**config.mk**
```make
export PLATFORM = sky130hd
export DESIGN_NAME = cid_decoder
export DESIGN_NICKNAME = d
export VERILOG_FILES = /design/src/logic/cid_pkg.sv /design/src/logic/cid_decoder.sv
export SDC_FILE = /design/constraint.sdc
export NUM_CORES = 1
export LEC_CHECK = 0
export BUFFER_PORTS_ARGS = -buffer_cell sky130_fd_sc_hd__buf_2
export CORE_MARGIN = 2
export CORE_UTILIZATION = 25
export DETAILED_ROUTE_END_ITERATION = 6
export PLACE_DENSITY = 0.44
export SYNTH_ARGS = -nofsm -noshare
export SYNTH_HDL_FRONTEND = slang
export SYNTH_SLANG_ARGS = --single-unit
```
**constraint.sdc**
```tcl
create_clock -name mclk -period 3 [get_ports mclk]
set_clock_uncertainty 0.1 [all_clocks]
set_input_delay 0.75 -clock mclk [delete_from_list [all_inputs] [get_ports mclk]]
set_output_delay 0.75 -clock mclk [all_outputs]
set_load 0.02 [all_outputs]
```
**src/logic/cid_pkg.sv**
```systemverilog
// Constants and types for the compact instruction set opcode decoder.
// Assumes halfwords come from fetch on mclk; classes go to execute.
// How it works
// - Top six bits select the 16-bit space
// - Special-data opcode picks add, compare, copy, branches
// - Load/store only for classes 0101, 011x, 100x
// - Class 0101 sub-field orders register-offset operations
// - Immediate classes: 0xx store, 1xx load
// - Misc opcode gives stack adjust, extends, reversals
// - Push, pop, state change, breakpoint, hints; rest undefined
// - Hint with non-zero low field is undefined
// - Hint values zero to four name five hints
// - Unallocated hints act as no-operation, not undefined
// - 1101 space: branch, permanent undefined, supervisor call
// - Prefix 111 with non-zero length field means 32-bit
// - Length x1 undefined; 10 needs second top bit
// - Control space: special moves, misc, undefined, link branch
// - Misc control gives three barriers, rest undefined
`default_nettype none

package cid_pkg;

  // Halfword width
  localparam int CID_HW = 16;

  // 16-bit field positions
  localparam int CID_TOP_HI = 15;
  localparam int CID_TOP_LO = 10;
  localparam int CID_SPC_HI = 9;
  localparam int CID_SPC_LO = 6;
  localparam int CID_CLS_HI = 15;
  localparam int CID_CLS_LO = 12;
  localparam int CID_SUB_HI = 11;
  localparam int CID_SUB_LO = 9;
  localparam int CID_MSC_HI = 11;
  localparam int CID_MSC_LO = 5;
  localparam int CID_HNA_HI = 7;
  localparam int CID_HNA_LO = 4;
  localparam int CID_HNB_HI = 3;
  localparam int CID_HNB_LO = 0;
  localparam int CID_CND_HI = 11;
  localparam int CID_CND_LO = 8;

  // 32-bit field positions
  localparam int CID_PFX_HI = 15;
  localparam int CID_PFX_LO = 13;
  localparam int CID_LEN_HI = 12;
  localparam int CID_LEN_LO = 11;
  localparam int CID_SEC_TOP = 15;
  localparam int CID_BO1_HI = 10;
  localparam int CID_BO1_LO = 4;
  localparam int CID_BO2_HI = 14;
  localparam int CID_BO2_LO = 12;
  localparam int CID_MCO_HI = 7;
  localparam int CID_MCO_LO = 4;

  // Decoded instruction classes
  typedef enum logic [5:0] {
    CID_NONE, CID_OTHER_16, CID_ADD_REG, CID_UNPREDICTABLE,
    CID_REGISTER_COMPARE, CID_REGISTER_COPY, CID_BRANCH_EXCHANGE,
    CID_BRANCH_LINK_EXCHANGE, CID_WORD_STORE, CID_HALFWORD_STORE,
    CID_BYTE_STORE, CID_SIGNED_BYTE_LOAD, CID_WORD_LOAD,
    CID_HALFWORD_LOAD, CID_BYTE_LOAD, CID_SIGNED_HALFWORD_LOAD,
    CID_STACK_WORD_STORE, CID_STACK_WORD_LOAD, CID_STACK_ADD_IMM,
    CID_STACK_SUB_IMM, CID_SIGNED_HALF_EXTEND, CID_SIGNED_BYTE_EXTEND,
    CID_UNSIGNED_HALF_EXTEND, CID_UNSIGNED_BYTE_EXTEND,
    CID_PUSH_MULTIPLE, CID_POP_MULTIPLE, CID_CHANGE_PROCESSOR_STATE,
    CID_WORD_BYTE_REVERSAL, CID_PACKED_HALF_BYTE_REVERSAL,
    CID_SIGNED_HALF_BYTE_REVERSAL, CID_BREAKPOINT_INSTR,
    CID_NO_OPERATION, CID_YIELD, CID_WAIT_FOR_EVENT,
    CID_WAIT_FOR_INTERRUPT, CID_SEND_EVENT, CID_COND_BRANCH,
    CID_PERMANENT_UNDEFINED, CID_SUPERVISOR_CALL, CID_MOVE_TO_SPECIAL,
    CID_MOVE_FROM_SPECIAL, CID_DATA_SYNC_BARRIER,
    CID_DATA_MEMORY_BARRIER, CID_INSTRUCTION_SYNC_BARRIER,
    CID_BRANCH_WITH_LINK, CID_UNDEFINED
  } cid_class_t;

  // Reset values of the outputs
  localparam cid_class_t CID_CLASS_RST = CID_NONE;
  localparam logic CID_FLAG_RST = 1'b0;

endpackage : cid_pkg

`default_nettype wire

```
**src/logic/cid_decoder.sv**
```systemverilog
// Registered opcode classifier for the compact 16/32-bit instruction set.
// Fetch gives both halfwords on mclk; execute reads results a cycle later.
`timescale 1ns/1ps
`default_nettype none

module cid_decoder (
  // Clock and reset
  input  wire logic                     mclk,
  input  wire logic                     rst,
  // From fetch
  input  wire logic                     fetch_valid,
  input  wire logic [cid_pkg::CID_HW-1:0] instr_hi,
  input  wire logic [cid_pkg::CID_HW-1:0] instr_lo,
  // To execute
  output logic                          dec_valid_q,
  output cid_pkg::cid_class_t           dec_class_q,
  output logic                          dec_wide_q,
  output logic                          dec_undef_q,
  output logic                          dec_unpred_q
);
  import cid_pkg::*;

  cid_class_t  class_d;
  logic        wide_d;
  logic        undef_d;
  logic        unpred_d;
  logic [5:0]  top6;
  logic [3:0]  spc_op;
  logic [3:0]  ls_cls;
  logic [2:0]  ls_sub;
  logic [6:0]  misc_op;
  logic [3:0]  hint_a;
  logic [3:0]  hint_b;
  logic [3:0]  cnd_op;
  logic [1:0]  len_f;
  logic [6:0]  bo1;
  logic [2:0]  bo2;
  logic [3:0]  mc_op;

  // Field extraction
  assign top6    = instr_hi[CID_TOP_HI:CID_TOP_LO];
  assign spc_op  = instr_hi[CID_SPC_HI:CID_SPC_LO];
  assign ls_cls  = instr_hi[CID_CLS_HI:CID_CLS_LO];
  assign ls_sub  = instr_hi[CID_SUB_HI:CID_SUB_LO];
  assign misc_op = instr_hi[CID_MSC_HI:CID_MSC_LO];
  assign hint_a  = instr_hi[CID_HNA_HI:CID_HNA_LO];
  assign hint_b  = instr_hi[CID_HNB_HI:CID_HNB_LO];
  assign cnd_op  = instr_hi[CID_CND_HI:CID_CND_LO];
  assign len_f   = instr_hi[CID_LEN_HI:CID_LEN_LO];
  assign bo1     = instr_hi[CID_BO1_HI:CID_BO1_LO];
  assign bo2     = instr_lo[CID_BO2_HI:CID_BO2_LO];
  assign mc_op   = instr_lo[CID_MCO_HI:CID_MCO_LO];

  // Length detection
  always_comb begin
    wide_d = (instr_hi[CID_PFX_HI:CID_PFX_LO] == 3'b111)
             && (len_f != 2'b00);
  end

  // Class decode; undefined flag rides with the class
  always_comb begin
    class_d  = CID_NONE;
    undef_d  = 1'b0;
    unpred_d = 1'b0;
    if (!fetch_valid) begin
      class_d = CID_NONE;
    end else if (wide_d) begin
      if (len_f[0]) begin
        class_d = CID_UNDEFINED;
      end else if (!instr_lo[CID_SEC_TOP]) begin
        class_d = CID_UNDEFINED;
      end else if (bo2 == 3'b010 && bo1 == 7'b1111111) begin
        class_d = CID_PERMANENT_UNDEFINED;
      end else if (bo2[2] == 1'b0 && bo2[0] == 1'b0) begin
        casez (bo1)
          7'b011100? : class_d = CID_MOVE_TO_SPECIAL;
          7'b011111? : class_d = CID_MOVE_FROM_SPECIAL;
          7'b0111011 : begin
            unique case (mc_op)
              4'b0100 : class_d = CID_DATA_SYNC_BARRIER;
              4'b0101 : class_d = CID_DATA_MEMORY_BARRIER;
              4'b0110 : class_d = CID_INSTRUCTION_SYNC_BARRIER;
              default : class_d = CID_UNDEFINED;
            endcase
          end
          default    : class_d = CID_UNDEFINED;
        endcase
      end else if (bo2[2] && bo2[0]) begin
        class_d = CID_BRANCH_WITH_LINK;
      end else begin
        class_d = CID_UNDEFINED;
      end
    end else if (top6 == 6'b010001) begin
      // Special data and register branch space
      casez (spc_op)
        4'b00?? : class_d = CID_ADD_REG;
        4'b0100 : class_d = CID_UNPREDICTABLE;
        4'b0101 : class_d = CID_REGISTER_COMPARE;
        4'b10?? : class_d = CID_REGISTER_COPY;
        4'b110? : class_d = CID_BRANCH_EXCHANGE;
        4'b111? : class_d = CID_BRANCH_LINK_EXCHANGE;
        default : class_d = CID_UNDEFINED;
      endcase
    end else if (ls_cls == 4'b0101) begin
      // Register offset load/store
      unique case (ls_sub)
        3'b000 : class_d = CID_WORD_STORE;
        3'b001 : class_d = CID_HALFWORD_STORE;
        3'b010 : class_d = CID_BYTE_STORE;
        3'b011 : class_d = CID_SIGNED_BYTE_LOAD;
        3'b100 : class_d = CID_WORD_LOAD;
        3'b101 : class_d = CID_HALFWORD_LOAD;
        3'b110 : class_d = CID_BYTE_LOAD;
        3'b111 : class_d = CID_SIGNED_HALFWORD_LOAD;
      endcase
    end else if (ls_cls == 4'b0110) begin
      class_d = ls_sub[2] ? CID_WORD_LOAD : CID_WORD_STORE;
    end else if (ls_cls == 4'b0111) begin
      class_d = ls_sub[2] ? CID_BYTE_LOAD : CID_BYTE_STORE;
    end else if (ls_cls == 4'b1000) begin
      class_d = ls_sub[2] ? CID_HALFWORD_LOAD : CID_HALFWORD_STORE;
    end else if (ls_cls == 4'b1001) begin
      class_d = ls_sub[2] ? CID_STACK_WORD_LOAD : CID_STACK_WORD_STORE;
    end else if (top6[5:2] == 4'b1011) begin
      // Miscellaneous space
      casez (misc_op)
        7'b00000?? : class_d = CID_STACK_ADD_IMM;
        7'b00001?? : class_d = CID_STACK_SUB_IMM;
        7'b001000? : class_d = CID_SIGNED_HALF_EXTEND;
        7'b001001? : class_d = CID_SIGNED_BYTE_EXTEND;
        7'b001010? : class_d = CID_UNSIGNED_HALF_EXTEND;
        7'b001011? : class_d = CID_UNSIGNED_BYTE_EXTEND;
        7'b010???? : class_d = CID_PUSH_MULTIPLE;
        7'b0110011 : class_d = CID_CHANGE_PROCESSOR_STATE;
        7'b101000? : class_d = CID_WORD_BYTE_REVERSAL;
        7'b101001? : class_d = CID_PACKED_HALF_BYTE_REVERSAL;
        7'b101011? : class_d = CID_SIGNED_HALF_BYTE_REVERSAL;
        7'b110???? : class_d = CID_POP_MULTIPLE;
        7'b1110??? : class_d = CID_BREAKPOINT_INSTR;
        7'b1111??? : begin
          if (hint_b != 4'b0000) begin
            class_d = CID_UNDEFINED;
          end else begin
            unique case (hint_a)
              4'b0000 : class_d = CID_NO_OPERATION;
              4'b0001 : class_d = CID_YIELD;
              4'b0010 : class_d = CID_WAIT_FOR_EVENT;
              4'b0011 : class_d = CID_WAIT_FOR_INTERRUPT;
              4'b0100 : class_d = CID_SEND_EVENT;
              // Spare hints run as no-operation; software must avoid them
              default : class_d = CID_NO_OPERATION;
            endcase
          end
        end
        default    : class_d = CID_UNDEFINED;
      endcase
    end else if (top6[5:2] == 4'b1101) begin
      // Conditional branch and supervisor call
      unique case (cnd_op)
        4'b1110 : class_d = CID_PERMANENT_UNDEFINED;
        4'b1111 : class_d = CID_SUPERVISOR_CALL;
        default : class_d = CID_COND_BRANCH;
      endcase
    end else begin
      class_d = CID_OTHER_16;
    end
    undef_d = (class_d == CID_UNDEFINED)
              || (class_d == CID_PERMANENT_UNDEFINED);
    unpred_d = (class_d == CID_UNPREDICTABLE);
  end

  // Output register
  always_ff @(posedge mclk) begin
    if (rst) begin
      dec_valid_q  <= CID_FLAG_RST;
      dec_class_q  <= CID_CLASS_RST;
      dec_wide_q   <= CID_FLAG_RST;
      dec_undef_q  <= CID_FLAG_RST;
      dec_unpred_q <= CID_FLAG_RST;
    end else begin
      dec_valid_q  <= fetch_valid;
      dec_class_q  <= class_d;
      dec_wide_q   <= fetch_valid && wide_d;
      dec_undef_q  <= undef_d;
      dec_unpred_q <= unpred_d;
    end
  end

  // Copies of the inputs for the checks below
  logic [CID_HW-1:0] hi_q;
  logic [CID_HW-1:0] lo_q;
  always_ff @(posedge mclk) begin
    hi_q <= instr_hi;
    lo_q <= instr_lo;
  end

  // Checks
  property p_add_reg;
    @(posedge mclk) disable iff (rst)
    dec_valid_q && hi_q[15:8] == 8'b01000100 |->
      dec_class_q == CID_ADD_REG && !dec_undef_q;
  endproperty
  a_add_reg : assert property (p_add_reg)
    else $error("add register misdecoded");

  property p_reg_ldst;
    @(posedge mclk) disable iff (rst)
    fetch_valid && instr_hi[15:9] == 7'b0101011 |=>
      dec_class_q == CID_SIGNED_BYTE_LOAD;
  endproperty
  a_reg_ldst : assert property (p_reg_ldst)
    else $error("register offset load misdecoded");

  property p_imm_ldst;
    @(posedge mclk) disable iff (rst)
    dec_valid_q && hi_q[15:11] == 5'b10001 |->
      dec_class_q == CID_HALFWORD_LOAD;
  endproperty
  a_imm_ldst : assert property (p_imm_ldst)
    else $error("immediate halfword load misdecoded");

  property p_extend;
    @(posedge mclk) disable iff (rst)
    dec_valid_q && hi_q[15:6] == 10'b1011001001 |->
      dec_class_q == CID_SIGNED_BYTE_EXTEND;
  endproperty
  a_extend : assert property (p_extend)
    else $error("signed byte extend misdecoded");

  property p_push;
    @(posedge mclk) disable iff (rst)
    dec_valid_q && hi_q[15:9] == 7'b1011010 |->
      dec_class_q == CID_PUSH_MULTIPLE && !dec_undef_q;
  endproperty
  a_push : assert property (p_push)
    else $error("push misdecoded");

  property p_hint_undef;
    @(posedge mclk) disable iff (rst)
    dec_valid_q && hi_q[15:8] == 8'hBF && hi_q[3:0] != 4'h0 |->
      dec_undef_q && dec_class_q == CID_UNDEFINED;
  endproperty
  a_hint_undef : assert property (p_hint_undef)
    else $error("conditional block space not undefined");

  property p_wfi;
    @(posedge mclk) disable iff (rst)
    dec_valid_q && hi_q == 16'hBF30 |-> dec_class_q == CID_WAIT_FOR_INTERRUPT;
  endproperty
  a_wfi : assert property (p_wfi)
    else $error("wait for interrupt misdecoded");

  property p_spare_hint;
    @(posedge mclk) disable iff (rst)
    dec_valid_q && hi_q[15:8] == 8'hBF && hi_q[3:0] == 4'h0
      && hi_q[7:4] > 4'h4 |->
      dec_class_q == CID_NO_OPERATION && !dec_undef_q;
  endproperty
  a_spare_hint : assert property (p_spare_hint)
    else $error("spare hint not a no-operation");

  property p_perm_undef;
    @(posedge mclk) disable iff (rst)
    dec_valid_q && hi_q[15:8] == 8'hDE |->
      dec_class_q == CID_PERMANENT_UNDEFINED && dec_undef_q;
  endproperty
  a_perm_undef : assert property (p_perm_undef)
    else $error("permanent undefined misdecoded");

  property p_wide;
    @(posedge mclk) disable iff (rst)
    dec_valid_q |->
      dec_wide_q == (hi_q[15:13] == 3'b111 && hi_q[12:11] != 2'b00);
  endproperty
  a_wide : assert property (p_wide)
    else $error("length detection wrong");

  property p_len_undef;
    @(posedge mclk) disable iff (rst)
    dec_valid_q && hi_q[15:13] == 3'b111 && hi_q[11] |-> dec_undef_q;
  endproperty
  a_len_undef : assert property (p_len_undef)
    else $error("length x1 not undefined");

  property p_link;
    @(posedge mclk) disable iff (rst)
    dec_valid_q && hi_q[15:11] == 5'b11110 && lo_q[15:14] == 2'b11
      && lo_q[12] |-> dec_class_q == CID_BRANCH_WITH_LINK;
  endproperty
  a_link : assert property (p_link)
    else $error("branch with link misdecoded");

  property p_barrier;
    @(posedge mclk) disable iff (rst)
    fetch_valid && instr_hi == 16'hF3BF && instr_lo[15:14] == 2'b10
      && instr_lo[12] == 1'b0 && instr_lo[7:4] == 4'h5 |=>
      dec_class_q == CID_DATA_MEMORY_BARRIER;
  endproperty
  a_barrier : assert property (p_barrier)
    else $error("memory barrier misdecoded");

  property p_flag_pairs;
    @(posedge mclk) disable iff (rst)
    fetch_valid ##1 !fetch_valid |-> dec_valid_q ##1 !dec_valid_q
      && dec_class_q == CID_NONE && !dec_undef_q;
  endproperty
  a_flag_pairs : assert property (p_flag_pairs)
    else $error("result does not follow fetch by one cycle");

  // Main scenarios
  c_wide_bl : cover property (@(posedge mclk) disable iff (rst)
    dec_class_q == CID_BRANCH_WITH_LINK);
  c_undef : cover property (@(posedge mclk) disable iff (rst)
    dec_valid_q && dec_undef_q);
  c_svc_after_ld : cover property (@(posedge mclk) disable iff (rst)
    dec_class_q == CID_WORD_LOAD ##1 dec_class_q == CID_SUPERVISOR_CALL);

endmodule : cid_decoder

`default_nettype wire

```
==> flow_metrics.tcl, run 1 <==
set metrics [dict create \
    outcome "finished, final reports clean" \
    seqPwrFrac_pct 33.5 \
    internal-power_uw 284 \
    dp.cells 240 \
    start_util_pct 25.8 \
    synth_edf_count 0 \
    grt_pass1_vias 1174 \
    synth_area_leaders "dfxtp_1 17%, nor2_1 4.3%, o21ai_0 3.7%" \
    swShare_pct 31.3 \
    num_vias 1313 \
    drt_iter0_markers 49 \
    synth_seq_area_share_pct 16.5 \
    rows 25 \
    synth_fp_nets 193 \
    grt_use_total_pct 13.4 \
    yosysTopAreaCellShare_pct 16.5 \
    end_kind "flop" \
    pwr-share-comb_pct 35.9 \
    areaGrowthSynthToFinish_pct 20.4 \
    cts_tree "done" \
    numCtsBuffers 3 \
    gp_congestion 0.834 \
    required_ns 3.03 \
    power.density_mw_per_mm2 284 \
    p_clk_share_pct 30.7 \
    ant_nets 0 \
    rsz0062_at_grt "false" \
    yosysMostFrequentCell "nor2_1" \
    overflow 0 \
    stdcell_count 243 \
    die_height_um 73.6 \
    fin_crit_ns 2.47 \
    cts_sinks 10 \
    yosys_warnings 0 \
    yosys.area_share.adder_pct 0 \
    postSynthCellCount 158 \
    io_buffers 36 \
    clk_pin_slew_worst_paths_ns 0.04 \
    cts_setup_buffers 0 \
    cts_resized 0 \
    worstMarginPinSlew_ns 0.542 \
    arrival_ns 2.50 \
    core_sq_mm 0.00469 \
    synthSimpleGateAreaFrac_pct 40.4 \
    setup_viol 0 \
    cp-start-kind "input pin" \
    cts_root_buf "clkbuf_8" \
    synth_ff_type "dfxtp_1" \
    cts-htree-levels 1 \
    synth_compound_area_share_pct 31.4 \
    die_x_um 73.6 \
    synth_top_family_by_area "simple AND/OR/NAND/NOR gates" \
    totalNegativeSetupSlack_ns 0 \
    grt_max_degree 19 \
    synthMuxAreaShare_pct 0.931 \
    grt_pass1_wl_um 5750 \
    dp_slack_ns 0.247 \
    synth_cell_types 58 \
    synthArstFlopShare_pct 0 \
    postSynthAreaPerCell_sq_um 7.66 \
    n_antenna_cell 0 \
    dr.pass1.iters 4 \
    ys_seq_elements 10 \
    synth_common_cells "14 x nor2_1, 10 x dfxtp_1, 10 x nand2_1, 9 x o21ai_0" \
    drive_gt1_share_pct 31.2 \
    worstSetupPathType "in2reg" \
    cp_max_fo 11 \
    ir_drop_mv 0.111 \
    via_per_inst 5.40 \
    totalWireLength_um 3560 \
    holdCritPathClass "in2reg" \
    relSlewSlack_pct 62.9 \
    clockBufferDepth 2 \
    fin_crit_sh_pct 82.3 \
    synthXorXnorAreaFrac_pct 2.17 \
    max_freq_mhz 405 \
    hold_buffers 0 \
    slew_viol_final 0 \
    fillers 531 \
    route.detailed.drc 0 \
    hpwl_um 2950 \
    p_leak_nw 0.568 \
    synth_area_sq_mm 0.00121 \
    switchingPower_uw 130 \
    yosys.area.top_type "dfxtp_1" \
    drt-wirelength-per-cell_um 14.6 \
    dieArea_sq_mm 0.00541 \
    max-cap-violations 0 \
    nets 226 \
    pin_count 45 \
    final-hold-violation-count 0 \
    fin_ws_ns 0.532 \
    antenna_found_initial 0 \
]
## placed cells by master (no fill, tap or decap), drive strengths merged, types with 2 or more instances in the layout
| cell | n |
|---|---|
| clkbuf | 3 |
| a31o | 2 |
| a21boi | 2 |
| o21ai | 11 |
| a21oi | 5 |
| xnor2 | 2 |
| nor2 | 14 |
| nor4 | 4 |
| and2 | 4 |
| a2111oi | 4 |
| nand3b | 2 |
| nand4 | 4 |
| and4b | 2 |
| buf | 41 |
| o2111ai | 2 |
| or2 | 3 |
| nand2 | 10 |
| nor3 | 5 |
| inv | 6 |
| a31oi | 2 |
| nand3 | 3 |
| a41oi | 4 |
| nand2b | 4 |
| nor4b | 2 |
| or2b | 2 |
| o211ai | 5 |
| nor3b | 3 |
| nor2b | 7 |
| dfxtp | 10 |
| nand4b | 4 |
## metal layers
metal / global-route usage (%) / vias up / share of wire, % / routed length (um)
li1: - / 666 / - / -
met1: 18.5 / 606 / 48 / 1700
met2: 22.4 / 39 / 46 / 1650
met3: 0.960 / 2 / 5.1 / 183
met4: 3.64 / 0 / 0.65 / 23
met5: 0 / - / 0 / 0
## registers in the layout, summed over array words and instances, names as in the netlist
signal        flops
dec_class_q       6
dec_valid_q       1
dec_unpred_q      1
dec_wide_q        1
dec_undef_q       1
## critical path, stage by stage
cell and delay [ns]:
buf_2 0.19, nand4_1 0.19, nand4b_1 0.21, a2111oi_0 0.56, o22ai_1 0.24, nand3b_1 0.22, nor4_2 0.14
## power groups by stage
stage	Clock [mW]	Sequential, mW	Combinational, mW
6_report	0.127	0.139	0.148
5_1_grt	0.140	0.139	0.163
4_1_cts	0.131	0.139	0.149
3_5_place_dp	0	0.141	0.148
3_3_place_gp	0	0.141	0.150
2_1_floorplan	0	0.147	0.0957
## worst paths after layout
check             cells after the start         from              to  slack [ns]
setup / recovery                      7  instr_hi[9]    dec_unpred_q        0.53
hold / removal                        2          rst  dec_class_q[2]        0.62
## final cells by class
cell class | count | area, sq um | share of cell area [%]
repair buffers | 41 | 218 | 14.9
well taps | 54 | 67.6 | 4.64
multi-input cells | 129 | 907 | 62.3
clock buffers | 3 | 41.3 | 2.84
inverters | 6 | 22.5 | 1.55
flip-flops and latches | 10 | 200 | 13.7
## per-stage QoR
stage          utilization (%)  cell area, sq um  hold WS (ns)  total power [mW]
6_report                  31.0              1460         0.619             0.414
5_1_grt                   31.0              1460         0.621             0.441
4_1_cts                   31.0              1460         0.616             0.418
3_5_place_dp              30.2              1420         0.849             0.289
3_3_place_gp              30.2              1420         0.851             0.291
2_1_floorplan                -              1210         0.722             0.243
## cell families after synthesis
family                 Yosys count
XOR/XNOR                         3
AO/OA/AOI/OAI                   48
buffers and inverters           19
AND/OR/NAND/NOR                 77
flip-flops                      10
multiplexers                     1
(Power assumes the default switching activity.)
==> inputs of run 2 (changes only) <==
clock period = 2.4 ns   (was 3 ns; I/O delays follow)
==> flow_metrics.tcl, run 2 (synthesis gave the netlist of run 1 again) <==
set metrics [dict create \
    swShare_pct 30.5 \
    pwr-share-comb_pct 39.5 \
    fin_ws_ns 0.164 \
    internal-power_uw 381 \
    cts_resized 0 \
    cp_top_family "compound AO/OA/AOI/OAI gates" \
    worstMarginPinSlew_ns 0.500 \
    most-common-layout-cells "36 x buf_2, 32 x buf_4, 14 x nor2_1" \
    relSlewSlack_pct 66.5 \
    cts_root_buf "clkbuf_8" \
    grt_max_degree 16 \
    holdCritPathClass "in2reg" \
    rsz0062_at_grt "false" \
    p_leak_nw 0.699 \
    outcome "finished, final reports clean" \
    rows 25 \
    p_clk_share_pct 29.0 \
    numCtsBuffers 3 \
    required_ns 2.46 \
    max-cap-violations 0 \
    final-hold-violation-count 0 \
    max_freq_mhz 447 \
    die_x_um 73.6 \
    cp_max_fo 5 \
    hold_buffers 0 \
    path_buf_inv 2 \
    fin_crit_ns 2.24 \
    io_buffers 36 \
    overflow 0 \
    num_vias 1415 \
    cp-start-kind "input pin" \
    setup_viol 0 \
    fin_crit_sh_pct 93.2 \
    placed_area_sq_mm 0.00162 \
    drt-wirelength-per-cell_um 13.7 \
    end_kind "flop" \
    ir_drop_mv 0.139 \
    cpPeakStageDelay_ns 0.43 \
    pin_count 45 \
    core_sq_mm 0.00469 \
    ant_nets 0 \
    n_antenna_cell 0 \
    totalWireLength_um 3700 \
    top_register "dec_class_q" \
    crit_path_cell_trace "buf_2 > buf_4 > nor2b_1 > a21o_1 > a2111oi_4 > o21ai_1 > o311a_1 > nor3_2" \
    power.density_mw_per_mm2 331 \
    dieArea_sq_mm 0.00541 \
    grt_use_total_pct 14.7 \
    largest_register_ffs 6 \
    arrival_ns 2.29 \
    final_common_cell "buf_2" \
    final_area_sq_mm 0.00166 \
    route.detailed.drc 0 \
    nets 253 \
    via_per_inst 5.24 \
    seqPwrFrac_pct 31.6 \
    crit_slowest_cell "a2111oi_4" \
    clockBufferDepth 2 \
    switchingPower_uw 168 \
    drive_gt1_share_pct 39.8 \
    cts-htree-levels 1 \
    hpwl_um 3130 \
    areaGrowthSynthToFinish_pct 37.1 \
    grt_pass1_wl_um 6350 \
    slew_viol_final 0 \
    drt_iter0_markers 94 \
    dp_slack_ns -0.0701 \
    dr.pass1.iters 4 \
    die_height_um 73.6 \
    cts_setup_buffers 0 \
    start_util_pct 25.8 \
    clk_pin_slew_worst_paths_ns 0.04 \
    antenna_found_initial 0 \
    cts_tree "done" \
    grt_pass1_vias 1369 \
    gp_congestion 0.842 \
    cts_sinks 10 \
    worstSetupPathType "in2reg" \
]
==> run 2: changes by cell type in the layout (fill, tap and decap cells not counted) <==
cell,delta
buf_4,+27
==> run 2: path summary, 6_finish.rpt <==
check,from,end,slack (ns),cells past startpoint
max,instr_hi[9],dec_undef_q,0.16,8
min,rst,dec_class_q[2],0.46,2
==> run 2: routing by layer <==
metal  GRT usage (%)  part of all wire, %  vias to the layer above
li1                -                    -                      722
met1            20.5                   48                      634
met2            24.3                   47                       53
met3           0.823                  4.1                        6
met4            4.65                  1.7                        0
met5               0                    0                        -
==> run 2: area by class of cell <==
type,instances,area (sq um)
Fill cell,524,3030
Multi-Input combinational cell,129,907
Tap cell,54,67.6
Sequential cell,10,200
Inverter,6,22.5
Timing Repair Buffer,68,420
Clock buffer,3,41.3
==> run 2: power groups by stage <==
stage | Sequential (mW) | Combinational [mW] | Clock, mW
6_report | 0.173 | 0.217 | 0.159
5_1_grt | 0.173 | 0.240 | 0.173
4_1_cts | 0.173 | 0.217 | 0.164
3_5_place_dp | 0.176 | 0.216 | 0
3_3_place_gp | 0.176 | 0.218 | 0
2_1_floorplan | 0.184 | 0.120 | 0
==> run 2: per-stage QoR <==
step | setup TNS [ns] | hold WS, ns | utilization [%] | instances | total power [mW]
5_1_grt | 0 | 0.463 | 35.4 | 270 | 0.586
6_report | 0 | 0.461 | 35.4 | 270 | 0.549
3_3_place_gp | -0.146 | 0.697 | 34.5 | 267 | 0.394
3_5_place_dp | -0.119 | 0.692 | 34.5 | 267 | 0.392
2_1_floorplan | 0 | 0.572 | - | 158 | 0.303
4_1_cts | 0 | 0.455 | 35.4 | 270 | 0.554
